--- src/design/cic_pkg.sv ---
// constants and types of the cascaded interrupt controller pair
package cic_pkg;
    // ****************************************
    // i/o port map
    // ****************************************
    localparam logic [15:0] CIC_PRI_BASE        = 16'h0020;
    localparam logic [15:0] CIC_PRI_DATA        = 16'h0021;
    localparam logic [15:0] CIC_SEC_BASE        = 16'h00a0;
    localparam logic [15:0] CIC_SEC_DATA        = 16'h00a1;
    localparam logic [15:0] CIC_TRIG_PORT       = 16'h04d0;
    // ****************************************
    // reset values
    // ****************************************
    localparam logic [7:0]  CIC_PRI_CASCADE_RST = 8'h04;
    localparam logic [7:0]  CIC_SEC_CASCADE_RST = 8'h02;
    localparam logic [7:0]  CIC_TRIG_RST        = 8'h00;
    localparam logic [7:0]  CIC_MASK_RST        = 8'hff;
    localparam logic [7:0]  CIC_MODE_RST        = 8'h01;
    localparam logic [4:0]  CIC_VBASE_RST       = 5'h00;
    // ****************************************
    // field positions and codes
    // ****************************************
    localparam int          CIC_INIT_BIT        = 4;
    localparam int          CIC_CMD_SEL_BIT     = 3;
    localparam int          CIC_EOI_BIT         = 5;
    localparam int          CIC_SPEC_BIT        = 6;
    localparam int          CIC_AUTO_END_BIT    = 1;
    localparam logic [2:0]  CIC_CASCADE_LINE    = 3'h2;
    localparam logic [2:0]  CIC_SPURIOUS        = 3'h7;
    // ****************************************
    // state machines
    // ****************************************
    typedef enum logic [3:0] {
        INIT_READY = 4'b0001,
        INIT_VEC   = 4'b0010,
        INIT_CAS   = 4'b0100,
        INIT_MODE  = 4'b1000
    } cic_init_t;
    typedef enum logic [3:0] {
        ACK_IDLE = 4'b0001,
        ACK_P1   = 4'b0010,
        ACK_GAP  = 4'b0100,
        ACK_P2   = 4'b1000
    } cic_ack_t;
endpackage

--- src/design/cic_sync.sv ---
// two flip-flop synchroniser for pin inputs
`timescale 1ns/1ns
module cic_sync #(
    parameter int              W       = 1,
    parameter logic [W-1:0]    RST_VAL = '0
) (
    // clock and reset
    input  wire logic          i_clk,
    input  wire logic          i_rst_n,
    // pins in, synchronised out
    input  wire logic [W-1:0]  i_async,
    output logic      [W-1:0]  o_sync
);
    typedef struct packed {
        logic [W-1:0] s1;
        logic [W-1:0] s2;
    } cic_sync_t;

    cic_sync_t s_q;
    cic_sync_t s_d;

    always_comb begin
        s_d.s1 = i_async;
        s_d.s2 = s_q.s1;
        if (!i_rst_n) begin
            s_d.s1 = RST_VAL;
            s_d.s2 = RST_VAL;
        end
    end

    always_ff @(posedge i_clk) begin
        s_q <= s_d;
    end

    assign o_sync = s_q.s2;
endmodule

--- src/design/cic_top.sv ---
// cascaded pair of interrupt controllers: init, mask, trigger select, acknowledge
// How it works
// - a base-port write with bit 4 set starts init, then three data-port writes load vector base, cascade word and mode word in order.
// - the acknowledge vector carries the vector base in bits 7:3 and the serviced level in bits 2:0.
// - the primary cascade word resets to 04h, software keeps only bit 2 set, and line 2 is the secondary's output.
// - the primary drives the identity code from the end of the first strobe pulse to the end of the second, and the secondary compares it with its own code.
// - with the auto end bit set, the in-service bit clears by itself at the end of the acknowledge.
// - a one in the mask word masks that line, a zero unmasks it, and the mask word reads back.
// - after init each line's mask may be changed at any time independently.
// - masking line 2 on the primary blocks every secondary request.
// - trigger select is one 8-bit word shared by both controllers, resets to 00h, and zero means edge except on primary cascade lines.
`timescale 1ns/1ns
module cic_top (
    // clock and reset
    input  wire logic        I_CLK,
    input  wire logic        I_RST_N,
    // i/o port access
    input  wire logic [15:0] I_IO_ADDR,
    input  wire logic        I_IO_WR,
    input  wire logic        I_IO_RD,
    input  wire logic [7:0]  I_IO_WDATA,
    output logic      [7:0]  O_IO_RDATA,
    // request pins and acknowledge strobe
    input  wire logic [15:0] I_IRQ,
    input  wire logic        I_ACK_STROBE_N,
    // toward the processor
    output logic             O_INTR,
    output logic      [7:0]  O_VECTOR,
    output logic             O_VECTOR_VALID,
    // cascade identity bus and secondary request
    output logic      [2:0]  O_CAS_ID,
    output logic             O_CAS_OE,
    output logic             O_SEC_INTR
);
    import cic_pkg::*;

    typedef struct packed {
        cic_init_t [1:0]       init;
        logic [1:0][4:0]       vbase;
        logic [1:0][7:0]       cascade;
        logic [1:0][7:0]       mode;
        logic [1:0][7:0]       mask;
        logic [1:0][7:0]       irr;
        logic [1:0][7:0]       isr;
        logic [1:0][7:0]       prev;
        logic [1:0][2:0]       lvl;
        logic [7:0]            trig;
        cic_ack_t              ack;
        logic                  ack_prev;
        logic [1:0]            resp;
        logic [2:0]            cas;
        logic                  cas_oe;
        logic [7:0]            vector;
        logic                  vvalid;
        logic [7:0]            rdata;
        logic                  intr;
        logic                  sec_intr;
    } cic_state_t;

    cic_state_t              s_q;
    cic_state_t              s_d;
    logic [16:0]             pins_s;
    logic [15:0]             irq_s;
    logic                    ack_n_s;
    logic                    lead;
    logic                    trail;
    logic [1:0][7:0]         raw;
    logic [1:0][7:0]         lvl_mode;
    logic [1:0][7:0]         pend;
    logic [1:0][3:0]         fp;
    logic [1:0][3:0]         fs;
    logic [1:0]              intr_c;
    logic [1:0]              wr_base;
    logic [1:0]              wr_data;
    logic [1:0][7:0]         clr_isr;
    logic [1:0][7:0]         set_isr;
    logic [1:0][7:0]         clr_irr;
    logic [2:0]              sec_lvl;

    // ****************************************
    // pin synchronisers
    // ****************************************
    cic_sync #(
        .W       (17),
        .RST_VAL (17'h10000)
    ) u_sync (
        .i_clk   (I_CLK),
        .i_rst_n (I_RST_N),
        .i_async ({I_ACK_STROBE_N, I_IRQ}),
        .o_sync  (pins_s)
    );
    assign irq_s   = pins_s[15:0];
    assign ack_n_s = pins_s[16];

    function automatic logic [3:0] first_set(input logic [7:0] v);
        logic [3:0] r;
        r = 4'h0;
        for (int i = 7; i >= 0; i--) begin
            if (v[i]) begin
                r = {1'b1, 3'(i)};
            end
        end
        return r;
    endfunction

    // ****************************************
    // next state
    // ****************************************
    always_comb begin
        s_d        = s_q;
        lead       = s_q.ack_prev & ~ack_n_s;
        trail      = ~s_q.ack_prev & ack_n_s;
        s_d.ack_prev = ack_n_s;
        raw[0]     = {irq_s[7:3], s_q.sec_intr, irq_s[1:0]};
        raw[1]     = irq_s[15:8];
        lvl_mode[0] = s_q.trig | s_q.cascade[0];
        lvl_mode[1] = s_q.trig;
        clr_isr    = '0;
        set_isr    = '0;
        clr_irr    = '0;
        sec_lvl    = CIC_SPURIOUS;
        for (int c = 0; c < 2; c++) begin
            pend[c]    = (lvl_mode[c] & raw[c]) | (~lvl_mode[c] & s_q.irr[c]);
            fp[c]      = first_set(pend[c] & ~s_q.mask[c]);
            fs[c]      = first_set(s_q.isr[c]);
            intr_c[c]  = fp[c][3] & (~fs[c][3] | (fp[c][2:0] < fs[c][2:0]));
            wr_base[c] = I_IO_WR & (I_IO_ADDR == (c == 1 ? CIC_SEC_BASE : CIC_PRI_BASE));
            wr_data[c] = I_IO_WR & (I_IO_ADDR == (c == 1 ? CIC_SEC_DATA : CIC_PRI_DATA));
            s_d.prev[c] = raw[c];
            // base port: init start or end-of-service commands
            if (wr_base[c] && I_IO_WDATA[CIC_INIT_BIT]) begin
                s_d.init[c] = INIT_VEC;
                clr_isr[c]  = 8'hff;
                clr_irr[c]  = 8'hff;
            end else if (wr_base[c] && !I_IO_WDATA[CIC_CMD_SEL_BIT] && I_IO_WDATA[CIC_EOI_BIT]) begin
                if (I_IO_WDATA[CIC_SPEC_BIT]) begin
                    clr_isr[c][I_IO_WDATA[2:0]] = 1'b1;
                end else if (fs[c][3]) begin
                    clr_isr[c][fs[c][2:0]] = 1'b1;
                end
            end
            // data port: init sequence, then the mask word
            if (wr_data[c]) begin
                case (s_q.init[c])
                    INIT_VEC: begin
                        s_d.vbase[c] = I_IO_WDATA[7:3];
                        s_d.init[c]  = INIT_CAS;
                    end
                    INIT_CAS: begin
                        s_d.cascade[c] = I_IO_WDATA;
                        s_d.init[c]    = INIT_MODE;
                    end
                    INIT_MODE: begin
                        s_d.mode[c] = I_IO_WDATA;
                        s_d.init[c] = INIT_READY;
                    end
                    INIT_READY: begin
                        s_d.mask[c] = I_IO_WDATA;
                    end
                    default: begin
                        s_d.init[c] = INIT_READY;
                    end
                endcase
            end
        end
        if (I_IO_WR && I_IO_ADDR == CIC_TRIG_PORT) begin
            s_d.trig = I_IO_WDATA;
        end
        if (s_q.cas_oe && s_q.cas == s_q.cascade[1][2:0] && fp[1][3]) begin
            sec_lvl = fp[1][2:0];
        end
        // ****************************************
        // acknowledge sequence
        // ****************************************
        case (s_q.ack)
            ACK_IDLE: begin
                if (lead) begin
                    s_d.lvl[0] = fp[0][3] ? fp[0][2:0] : CIC_SPURIOUS;
                    s_d.resp   = 2'b01;
                    if (fp[0][3]) begin
                        set_isr[0][fp[0][2:0]] = 1'b1;
                        clr_irr[0][fp[0][2:0]] = 1'b1;
                        if (s_q.cascade[0][fp[0][2:0]]) begin
                            s_d.resp = 2'b10;
                        end
                    end
                    s_d.ack = ACK_P1;
                end
            end
            ACK_P1: begin
                if (trail) begin
                    if (s_q.resp[1]) begin
                        s_d.cas    = s_q.lvl[0];
                        s_d.cas_oe = 1'b1;
                    end
                    s_d.ack = ACK_GAP;
                end
            end
            ACK_GAP: begin
                if (lead) begin
                    if (s_q.resp[1]) begin
                        s_d.lvl[1] = sec_lvl;
                        if (s_q.cas_oe && s_q.cas == s_q.cascade[1][2:0] && fp[1][3]) begin
                            set_isr[1][sec_lvl] = 1'b1;
                            clr_irr[1][sec_lvl] = 1'b1;
                        end
                        s_d.vector = {s_q.vbase[1], sec_lvl};
                    end else begin
                        s_d.vector = {s_q.vbase[0], s_q.lvl[0]};
                    end
                    s_d.vvalid = 1'b1;
                    s_d.ack    = ACK_P2;
                end
            end
            ACK_P2: begin
                if (trail) begin
                    if (s_q.mode[0][CIC_AUTO_END_BIT]) begin
                        clr_isr[0][s_q.lvl[0]] = 1'b1;
                    end
                    if (s_q.resp[1] && s_q.mode[1][CIC_AUTO_END_BIT]) begin
                        clr_isr[1][s_q.lvl[1]] = 1'b1;
                    end
                    s_d.vvalid = 1'b0;
                    s_d.vector = 8'h00;
                    s_d.cas_oe = 1'b0;
                    s_d.cas    = 3'h0;
                    s_d.ack    = ACK_IDLE;
                end
            end
            default: begin
                s_d.ack = ACK_IDLE;
            end
        endcase
        // set wins over clear for both in-service and request bits
        for (int c = 0; c < 2; c++) begin
            s_d.isr[c] = (s_q.isr[c] & ~clr_isr[c]) | set_isr[c];
            s_d.irr[c] = ((s_q.irr[c] & ~clr_irr[c]) | (raw[c] & ~s_q.prev[c]))
                         & ~lvl_mode[c];
        end
        s_d.intr     = intr_c[0];
        s_d.sec_intr = intr_c[1];
        if (I_IO_RD) begin
            case (I_IO_ADDR)
                CIC_PRI_DATA:  s_d.rdata = s_q.mask[0];
                CIC_SEC_DATA:  s_d.rdata = s_q.mask[1];
                CIC_TRIG_PORT: s_d.rdata = s_q.trig;
                default:       s_d.rdata = 8'h00;
            endcase
        end
        if (!I_RST_N) begin
            s_d          = '0;
            s_d.init[0]  = INIT_READY;
            s_d.init[1]  = INIT_READY;
            s_d.vbase    = {CIC_VBASE_RST, CIC_VBASE_RST};
            s_d.cascade  = {CIC_SEC_CASCADE_RST, CIC_PRI_CASCADE_RST};
            s_d.mode     = {CIC_MODE_RST, CIC_MODE_RST};
            s_d.mask     = {CIC_MASK_RST, CIC_MASK_RST};
            s_d.trig     = CIC_TRIG_RST;
            s_d.ack      = ACK_IDLE;
            s_d.ack_prev = 1'b1;
        end
    end

    always_ff @(posedge I_CLK) begin
        s_q <= s_d;
    end

    // ****************************************
    // outputs
    // ****************************************
    assign O_IO_RDATA     = s_q.rdata;
    assign O_INTR         = s_q.intr;
    assign O_VECTOR       = s_q.vector;
    assign O_VECTOR_VALID = s_q.vvalid;
    assign O_CAS_ID       = s_q.cas;
    assign O_CAS_OE       = s_q.cas_oe;
    assign O_SEC_INTR     = s_q.sec_intr;
endmodule

--- config.mk ---
export PLATFORM = sky130hd
export DESIGN_NAME = cic_top
export DESIGN_NICKNAME = d
export VERILOG_FILES = /design/src/design/cic_pkg.sv /design/src/design/cic_sync.sv /design/src/design/cic_top.sv
export SDC_FILE = /design/constraint.sdc
export NUM_CORES = 1
export LEC_CHECK = 0
export ABC_AREA = 1
export BUFFER_PORTS_ARGS = -buffer_cell sky130_fd_sc_hd__buf_2
export CORE_ASPECT_RATIO = 1.2
export CORE_UTILIZATION = 40
export CTS_CLUSTER_SIZE = 20
export DETAILED_ROUTE_END_ITERATION = 16
export GPL_TIMING_DRIVEN = 0
export PLACE_DENSITY = 0.57
export SYNTH_ARGS = -nofsm -noshare
export SYNTH_HDL_FRONTEND = slang
export SYNTH_SLANG_ARGS = --single-unit
--- constraint.sdc ---
create_clock -name I_CLK -period 2.5 [get_ports I_CLK]
set_clock_uncertainty 0.2 [all_clocks]
set_input_delay 0.125 -clock I_CLK [delete_from_list [all_inputs] [get_ports I_CLK]]
set_output_delay 0.125 -clock I_CLK [all_outputs]
set_load 0.01 [all_outputs]
==> results of run 1 <==
logic make-up after synthesis:
logic type,after synthesis,share of synthesized area
buffers and inverters,256,0.133
DFF,170,0.423
xor gates and xnor gates,2,0.00218
and+or+nand+nor,501,0.277
adders and majority gates,4,0.00622
AOI/OAI and AO/OA,213,0.158
per-layer routing:
metal | track usage | vias to the layer above | wire [µm]
met2 | 0.417 | 208 | 11400
met3 | 0.0354 | 48 | 923
li1 | - | 3885 | -
met5 | 0 | - | 0
met4 | 0.121 | 0 | 930
met1 | 0.286 | 3445 | 10800
critical path: cells and delay by family, from the launching register on:
kind,cells,cell delay (ps)
AOI/OAI and AO/OA,1,60
buffers and inverters,1,140
DFF,1,480
and+or+nand+nor,10,1310
repair_timing:
item | CTS | global route
setup endpoints to repair | 12 | 19
hold buffers | 24 | 0
pin swaps | 0 | 1
buffers inserted | 0 | 5
endpoints found under the hold margin | 51 | 0
resized for setup | 4 | 3
registers in the layout, summed over array words and instances (netlist names), 3 cells and up:
name / flops
O_CAS_ID: 3
O_IO_RDATA: 8
O_VECTOR: 8
lvl_mode: 8
s_q: 107
u_sync.o_sync: 16
u_sync.s_q: 16
synthesized netlist by cell type, types with 2 or more instances:
library cell / n / area share
o221ai_1: 2 / 0.0022
a21oi_1: 88 / 0.055
nor2_2: 2 / 0.0016
o21bai_1: 3 / 0.0028
buf_2: 3 / 0.0019
nor3_1: 10 / 0.0062
nor4_1: 3 / 0.0023
o21ai_2: 3 / 0.0033
nand2_1: 260 / 0.12
xnor2_1: 2 / 0.0022
a211oi_1: 11 / 0.010
buf_6: 3 / 0.0042
o21ai_0: 49 / 0.030
ha_1: 4 / 0.0062
a21oi_2: 3 / 0.0033
nor2_1: 98 / 0.046
dfxtp_1: 170 / 0.42
nand4_1: 19 / 0.015
nand2_4: 3 / 0.0042
o31ai_1: 7 / 0.0065
buf_4: 19 / 0.018
o211ai_1: 15 / 0.014
o211ai_2: 5 / 0.0078
inv_2: 3 / 0.0014
or2_2: 13 / 0.010
a211oi_2: 2 / 0.0031
inv_1: 200 / 0.093
a31oi_1: 16 / 0.012
clkbuf_1: 22 / 0.010
buf_1: 2 / 0.00093
nand4_4: 2 / 0.0053
clkinv_1: 3 / 0.0014
o22ai_1: 7 / 0.0054
nand3b_1: 6 / 0.0056
nor2_4: 4 / 0.0056
nand3_1: 75 / 0.047
final timing paths:
check,startpoint,end,slack [ps],depth (start not counted)
worst max-delay path,lvl_mode[13],s_q[89],190,12
worst min-delay path,I_IO_WDATA[1],s_q[117],40,3
worst max register to register,lvl_mode[13],s_q[89],190,12
worst min register to register,u_sync.s_q[26],u_sync.o_sync[9],210,2
power by group through the flow:
stage               registers (mW)  logic (mW)  clock network (mW)
finish                        2.81       0.408                2.51
global route                  2.82       0.454                2.68
CTS                           2.81       0.408                2.56
detailed placement            2.87       0.377                   0
global placement              2.87       0.375                   0
floorplan                     2.86       0.243                   0
metrics by stage:
step	cells	util	hold slack [ps]
floorplan	1146	-	22.6
global placement	1471	0.443	104
detailed placement	1471	0.443	108
CTS	1527	0.484	33.4
global route	1530	0.486	56.9
finish	1530	0.486	40.4
layout make-up:
| type | count | area, µm² |
|---|---|---|
| Buffer | 48 | 290 |
| Timing Repair Buffer | 93 | 598 |
| Tap cell | 261 | 327 |
| Fill cell | 2043 | 10100 |
| Multi-Input combinational cell | 720 | 3590 |
| Clock inverter | 14 | 113 |
| Sequential cell | 170 | 3400 |
| Inverter | 206 | 774 |
| Clock buffer | 18 | 439 |
==> flow_summary.yaml, run 1 <==
status:
  outcome: "completed"
min_path:
  min_path_type: "input pin to register"
global_routing:
  grtUsageTotal: 0.239
  grt_pass1_wl_mm: 37.5
  antenna_found_initial: 0
  grt-ovfl-total: 0
  grt_pass1_vias: 7050
  grt_max_degree: 17
layout:
  area_growth_pct: 18.5
  antenna_cells: 0
  final_area_mm2: 0.00953
  drive_gt1_frac: 0.139
  final_common_cell: "nand2_1"
  final_cell_mix: "nand2_1 (260), inv_1 (200), dfxtp_1 (170)"
  num-nets-final: 1305
cts:
  cts_tree: "done"
  numCtsBuffers: 17
  numClockSinks: 170
  clockBufferDepth: 2
  cts.htree.levels: 4
  clk_latency_ps: 440
  clkTransAtPathRegs_ps: 70
  root_buffer: "clkbuf_16"
synthesis:
  ys_ff_latch: 170
  async_flop_share: 0
  synth_area_mm2: 0.00805
  synth_ff_type: "dfxtp_1"
  synth_area_per_cell_um2: 7.02
  synth_nets: 1195
  yosysUniqueCellTypes: 45
  synthCells: 1146
  yosysWarningCount: 0
  seq_area_frac_synth: 0.423
  synth-edff-count: 0
setup_path:
  cp_max_fo: 7
  cp.arrival_ps: 2430
  crit_top_cell: "nand2_1"
  endpoint_kind: "register"
  crit_required_ps: 2630
  crit_type: "register to register"
  critPathSlowestCell: "dfxtp_1"
  max_stage_delay_ps: 480
  crit_chain: "inv_1 > nand2_1 > nand3_1 > nand2_1 > nor2_1 > nand2_1 > and2_1 > nand2_1 > nor2_1 > nand3_1 > nand3_1 > a21oi_1"
  cp-start-kind: "register"
sta:
  fin_tns_setup_ps: 0
  setup_violations: 0
  tightest_slew_ps: 899
  max_slew_margin: 0.401
  fmax_mhz: 433
  fin_ws_ps: 193
  rsz0062_at_grt: "no"
  slew_violations: 0
  finalHoldViolCount: 0
  fin_crit_sh: 0.923
  period_minus_slack_ps: 2310
die:
  start_util: 0.410
  fp.dieH_um: 157
  rows: 56
  fp.dieArea_mm2: 0.0207
  core-area_mm2: 0.0196
  ios: 68
  die_w_um: 131
detailed_routing:
  route.detailed.drc: 0
  wirelength_mm: 24.1
  vias_per_cell: 4.96
  ant_nets: 0
  drt-wirelength-per-cell_um: 15.7
  firstDrtPassIters: 5
  drt_iter0_markers: 478
  num_vias: 7586
placement:
  gp_congestion: 0.959
  place_area_mm2: 0.00869
  place_ws_ps: -518
  port_buffers: 64
  hpwl_mm: 18.2
power_and_ir_drop:
  clock_power_share: 0.438
  power.total_mw: 5.73
  max-vdd-ir-drop_mv: 0.453
  internal-power_mw: 4.24
  pwr-share-seq: 0.491
  swShare: 0.260
  p_leak_nw: 4.70
  p_sw_mw: 1.49
  p_per_area_mw_per_mm2: 601
  comb_power_share: 0.071
run:
  cap_violations: 0
No activity file was read; power rests on OpenSTA's default activity.
==> inputs of run 2 (changes only) <==
==> constraint.sdc (replaced) <==
create_clock -name I_CLK -period 2.9 [get_ports I_CLK]
set_clock_uncertainty 0.2 [all_clocks]
set_input_delay 0.145 -clock I_CLK [delete_from_list [all_inputs] [get_ports I_CLK]]
set_output_delay 0.145 -clock I_CLK [all_outputs]
set_load 0.01 [all_outputs]
==> flow_summary.yaml, run 2 (same netlist as run 1, synthesis figures left out) <==
status:
  outcome: "completed"
detailed_routing:
  firstDrtPassIters: 5
  route.detailed.drc: 0
  met3_length_mm: 1.02
  drt_iter0_markers: 482
  top_layer: "met4"
  wl_met2_mm: 11.4
  drt-wirelength-per-cell_um: 15.7
  met1_length_mm: 10.6
  ant_nets: 0
  vias_per_cell: 4.96
  wirelength_mm: 24.0
  num_vias: 7565
cts:
  post_cts_buffers: 0
  clk_latency_ps: 440
  clkTransAtPathRegs_ps: 70
  clockBufferDepth: 2
  root_buffer: "clkbuf_16"
  cts_tree: "done"
  numCtsBuffers: 17
  cts.htree.levels: 4
  numClockSinks: 170
sta:
  rsz0062_at_grt: "no"
  tightest_slew_ps: 909
  fin_tns_setup_ps: 0
  period_minus_slack_ps: 2630
  fmax_mhz: 380
  fin_crit_sh: 0.908
  slew_violations: 0
  finalHoldViolCount: 0
  max_slew_margin: 0.394
  setup_violations: 0
layout:
  final_cell_mix: "nand2_1 (260), inv_1 (200), dfxtp_1 (170)"
  final_area_mm2: 0.00948
  drive_gt1_frac: 0.134
  largest_reg_flops: 107
  area_growth_pct: 17.8
  antenna_cells: 0
  top_register: "s_q"
  num-nets-final: 1300
  final_common_cell: "nand2_1"
placement:
  place_area_mm2: 0.00869
  gp_congestion: 0.959
  hpwl_mm: 18.2
  port_buffers: 64
power_and_ir_drop:
  max-vdd-ir-drop_mv: 0.387
  p_leak_nw: 4.66
  p_per_area_mw_per_mm2: 521
setup_path:
  ff2ff_setup_slack_ps: 270
  max_stage_delay_ps: 400
  endpoint_kind: "register"
  cp-start-kind: "register"
  cp.arrival_ps: 2760
  crit_required_ps: 3030
  cp_max_fo: 7
  critPathSlowestCell: "nor2_1"
  crit_chain: "nor2_1 > nand2_1 > nand3b_1 > nand2_1 > nor2_1 > nand2_1 > nor2_1 > nand4_1 > nand3_1 > a21oi_1"
  crit_type: "register to register"
die:
  fp.dieArea_mm2: 0.0207
  die_w_um: 131
  core-area_mm2: 0.0196
  ios: 68
  fp.dieH_um: 157
  rows: 56
  start_util: 0.410
global_routing:
  grt-ovfl-total: 0
  antenna_found_initial: 0
  grtUsageTotal: 0.239
  grt_max_degree: 17
  grt_pass1_vias: 7033
  grt_pass1_wl_mm: 37.5
run:
  cap_violations: 0
min_path:
  min_path_type: "input pin to register"
==> run 2: critical path, delay by kind of cell (launching register included) <==
kind               cells  cell delay [ps]
AOI/OAI and AO/OA      1               70
DFF                    1              350
and+or+nand+nor        9             1910
==> run 2: layer usage <==
layer / up-vias / global-route usage
li1: 3876 / -
met1: 3429 / 0.287
met2: 215 / 0.416
met3: 45 / 0.0354
met4: 0 / 0.121
met5: - / 0
==> run 2: repair_timing <==
item                                   4_1_cts  5_1_grt
hold buffers                                23        0
resized for setup                            1        1
endpoints found under the hold margin       43        0
setup endpoints to repair                    4        4
==> run 2: final timing paths <==
kind | cells past startpoint | from | end
setup reg to reg | 10 | lvl_mode[8] | s_q[83]
hold reg to reg | 2 | u_sync.s_q[26] | u_sync.o_sync[9]
setup / recovery | 10 | lvl_mode[8] | s_q[83]
hold / removal | 5 | I_IO_WR | s_q[154]
==> run 2: power by group <==
group	switching (mW)	internal (mW)	total [mW]
Sequential	0.0325	2.39	2.42
Clock	1.03	1.14	2.16
Combinational	0.230	0.121	0.350
==> run 2: metrics by stage <==
step	instances	power, mW	setup WS, ps	util	hold WS [ps]
floorplan	1146	2.68	834	-	42.6
finish	1525	4.94	267	0.483	21.5
global placement	1471	2.80	-71.7	0.443	124
CTS	1526	4.98	97.0	0.483	8.14
global route	1525	5.13	76.3	0.483	68.1
detailed placement	1471	2.80	-118	0.443	128
==> run 2: layout make-up <==
class                      instances  area (µm²)
sequential                       170        3400
clock inverter                    14         113
timing repair buffer              87         551
tap                              261         327
multi-input combinational        720        3580
fill                            2045       10100
inverter                         206         777
clock buffer                      18         439
buffer                            49         293
==> inputs of run 3 (changes only) <==
--- a/config.mk
+++ b/config.mk
@@ -12,7 +12,7 @@
 export CTS_CLUSTER_SIZE = 20
 export DETAILED_ROUTE_END_ITERATION = 16
 export GPL_TIMING_DRIVEN = 0
-export PLACE_DENSITY = 0.57
+export PLACE_DENSITY = 0.59
 export SYNTH_ARGS = -nofsm -noshare
 export SYNTH_HDL_FRONTEND = slang
 export SYNTH_SLANG_ARGS = --single-unit
==> constraint.sdc (replaced) <==
create_clock -name I_CLK -period 2.2 [get_ports I_CLK]
set_clock_uncertainty 0.2 [all_clocks]
set_input_delay 0.11 -clock I_CLK [delete_from_list [all_inputs] [get_ports I_CLK]]
set_output_delay 0.11 -clock I_CLK [all_outputs]
set_load 0.01 [all_outputs]
==> flow_summary.yaml, run 3 (same netlist as run 1, synthesis figures left out) <==
setup_path:
  cp_max_fo: 5
  max_stage_delay_ps: 350
  ff2ff_setup_slack_ps: 100
  crit_type: "register to register"
  crit_start: "lvl_mode[8]"
  worstReg2RegStart: "lvl_mode[8]"
  critPathSlowestCell: "dfxtp_2"
  r2r-end: "s_q[91]"
  cp-endpoint: "s_q[91]"
  cp-start-kind: "register"
  crit_chain: "or2_2 > nand3_1 > nand2_1 > nor2_2 > inv_1 > nand2_2 > nand2_2 > nor2_2 > nand4_1 > nand3_1 > a21oi_1"
  crit_required_ps: 2320
  endpoint_kind: "register"
  reg2reg_depth: 11
  cp.arrival_ps: 2230
global_routing:
  grt_pass1_wl_mm: 37.4
  grt_pass1_vias: 7007
  grt-ovfl-total: 0
  antenna_found_initial: 0
  grt_max_degree: 17
  grtUsageTotal: 0.239
sta:
  slew_violations: 0
  period_minus_slack_ps: 2100
  fin_ws_ps: 96.5
  fin_crit_sh: 0.956
  fmax_mhz: 475
  finalHoldViolCount: 0
  tightest_slew_ps: 940
  max_slew_margin: 0.373
  rsz0062_at_grt: "yes"
  setup_violations: 0
layout:
  num-nets-final: 1308
  final_common_cell: "nand2_1"
  drive_gt1_frac: 0.162
  area_growth_pct: 20.2
  top_register: "s_q"
  final_cell_mix: "nand2_1 (254), inv_1 (198), dfxtp_1 (159)"
  antenna_cells: 0
  largest_reg_flops: 107
  finish.utilization: 0.493
power_and_ir_drop:
  p_leak_nw: 4.75
  p_per_area_mw_per_mm2: 704
  max-vdd-ir-drop_mv: 0.527
detailed_routing:
  firstDrtPassIters: 5
  wirelength_mm: 24.2
  drt-wirelength-per-cell_um: 15.8
  num_vias: 7594
  drt_iter0_markers: 532
  vias_per_cell: 4.96
  ant_nets: 0
  route.detailed.drc: 0
cts:
  root_buffer: "clkbuf_16"
  numClockSinks: 170
  numCtsBuffers: 17
  clockBufferDepth: 2
  cts_tree: "done"
  cts.htree.levels: 4
  clkTransAtPathRegs_ps: 60
  clk_latency_ps: 430
die:
  core-area_mm2: 0.0196
  fp.dieArea_mm2: 0.0207
  ios: 68
  die_w_um: 131
  fp.dieH_um: 157
  rows: 56
  start_util: 0.410
placement:
  port_buffers: 64
  gp_congestion: 0.930
  hpwl_mm: 18.2
  place_ws_ps: -756
status:
  outcome: "completed"
min_path:
  min_path_type: "input pin to register"
run:
  cap_violations: 0
[run 3: cell count changes in the layout (fill, tap and decap cells not counted), moves of 5 or more]
cell / previous run / this run
buf_4: 19 / 27
dfxtp_1: 170 / 159
dfxtp_2: 0 / 10
nand2_1: 260 / 254
nand2_2: 1 / 6
nor2_1: 97 / 88
nor2_2: 3 / 10
[run 3: routing by layer]
layer | routed length (µm) | track usage | vias to the layer above
li1 | - | - | 3881
met2 | 11800 | 0.422 | 215
met1 | 10600 | 0.286 | 3451
met4 | 660 | 0.111 | 0
met5 | 0 | 0 | -
met3 | 1120 | 0.0370 | 47
[run 3: through the flow]
step                      instance area [µm²]  cells  power (mW)  setup TNS (ps)  hold WS [ps]
after floorplan                          8050   1146        3.53               0          7.63
after global placement                   8690   1471        3.69          -17520          89.1
after detailed placement                 8690   1471        3.70          -19220          93.7
after CTS                                9570   1524        6.84               0          11.1
after global routing                     9680   1530        7.05           -18.2          26.3
final                                    9680   1530        6.81               0          24.3
[run 3: repair_timing]
action,in CTS,in global routing
setup endpoints to repair,43,32
pin swaps,1,8
buffers inserted,2,6
resized for setup,11,34
hold buffers,24,0
hold endpoints to repair,51,0
[run 3: worst min-delay path by stage]
stage / from / to / slack [ps] / cells past startpoint
final: I_IO_WDATA[1] / lvl_mode[9] / 20 / 3
after CTS: I_IO_WDATA[1] / lvl_mode[9] / 10 / 3
after global routing: I_IO_WDATA[1] / s_q[117] / 30 / 3
after detailed placement: I_IRQ[12] / u_sync.s_q[29] / 90 / 3
after global placement: I_IRQ[9] / u_sync.s_q[26] / 90 / 3
after floorplan: I_IRQ[0] / u_sync.s_q[17] / 8 / 2
[run 3: final cells by class]
| cell class | instances | area (µm²) |
|---|---|---|
| Buffer | 48 | 293 |
| Multi-Input combinational cell | 720 | 3640 |
| Tap cell | 261 | 327 |
| Inverter | 206 | 774 |
| Sequential cell | 170 | 3420 |
| Fill cell | 2022 | 9940 |
| Clock inverter | 11 | 173 |
| Clock buffer | 18 | 429 |
| Timing Repair Buffer | 96 | 621 |
[run 3: power breakdown]
group | switching [mW] | internal (mW) | leakage (nW) | total (mW)
clock | 1.25 | 1.89 | 0.292 | 3.13
combinational | 0.315 | 0.166 | 3.07 | 0.481
sequential | 0.0429 | 3.15 | 1.39 | 3.20
[run 3: worst max-delay path: cells and delay by family, from the launching register on]
| family | cells | cell delay, ps |
|---|---|---|
| AO/OA/AOI/OAI | 1 | 80 |
| buffers and inverters | 1 | 80 |
| flip-flops | 1 | 350 |
| AND/OR/NAND/NOR | 9 | 1290 |
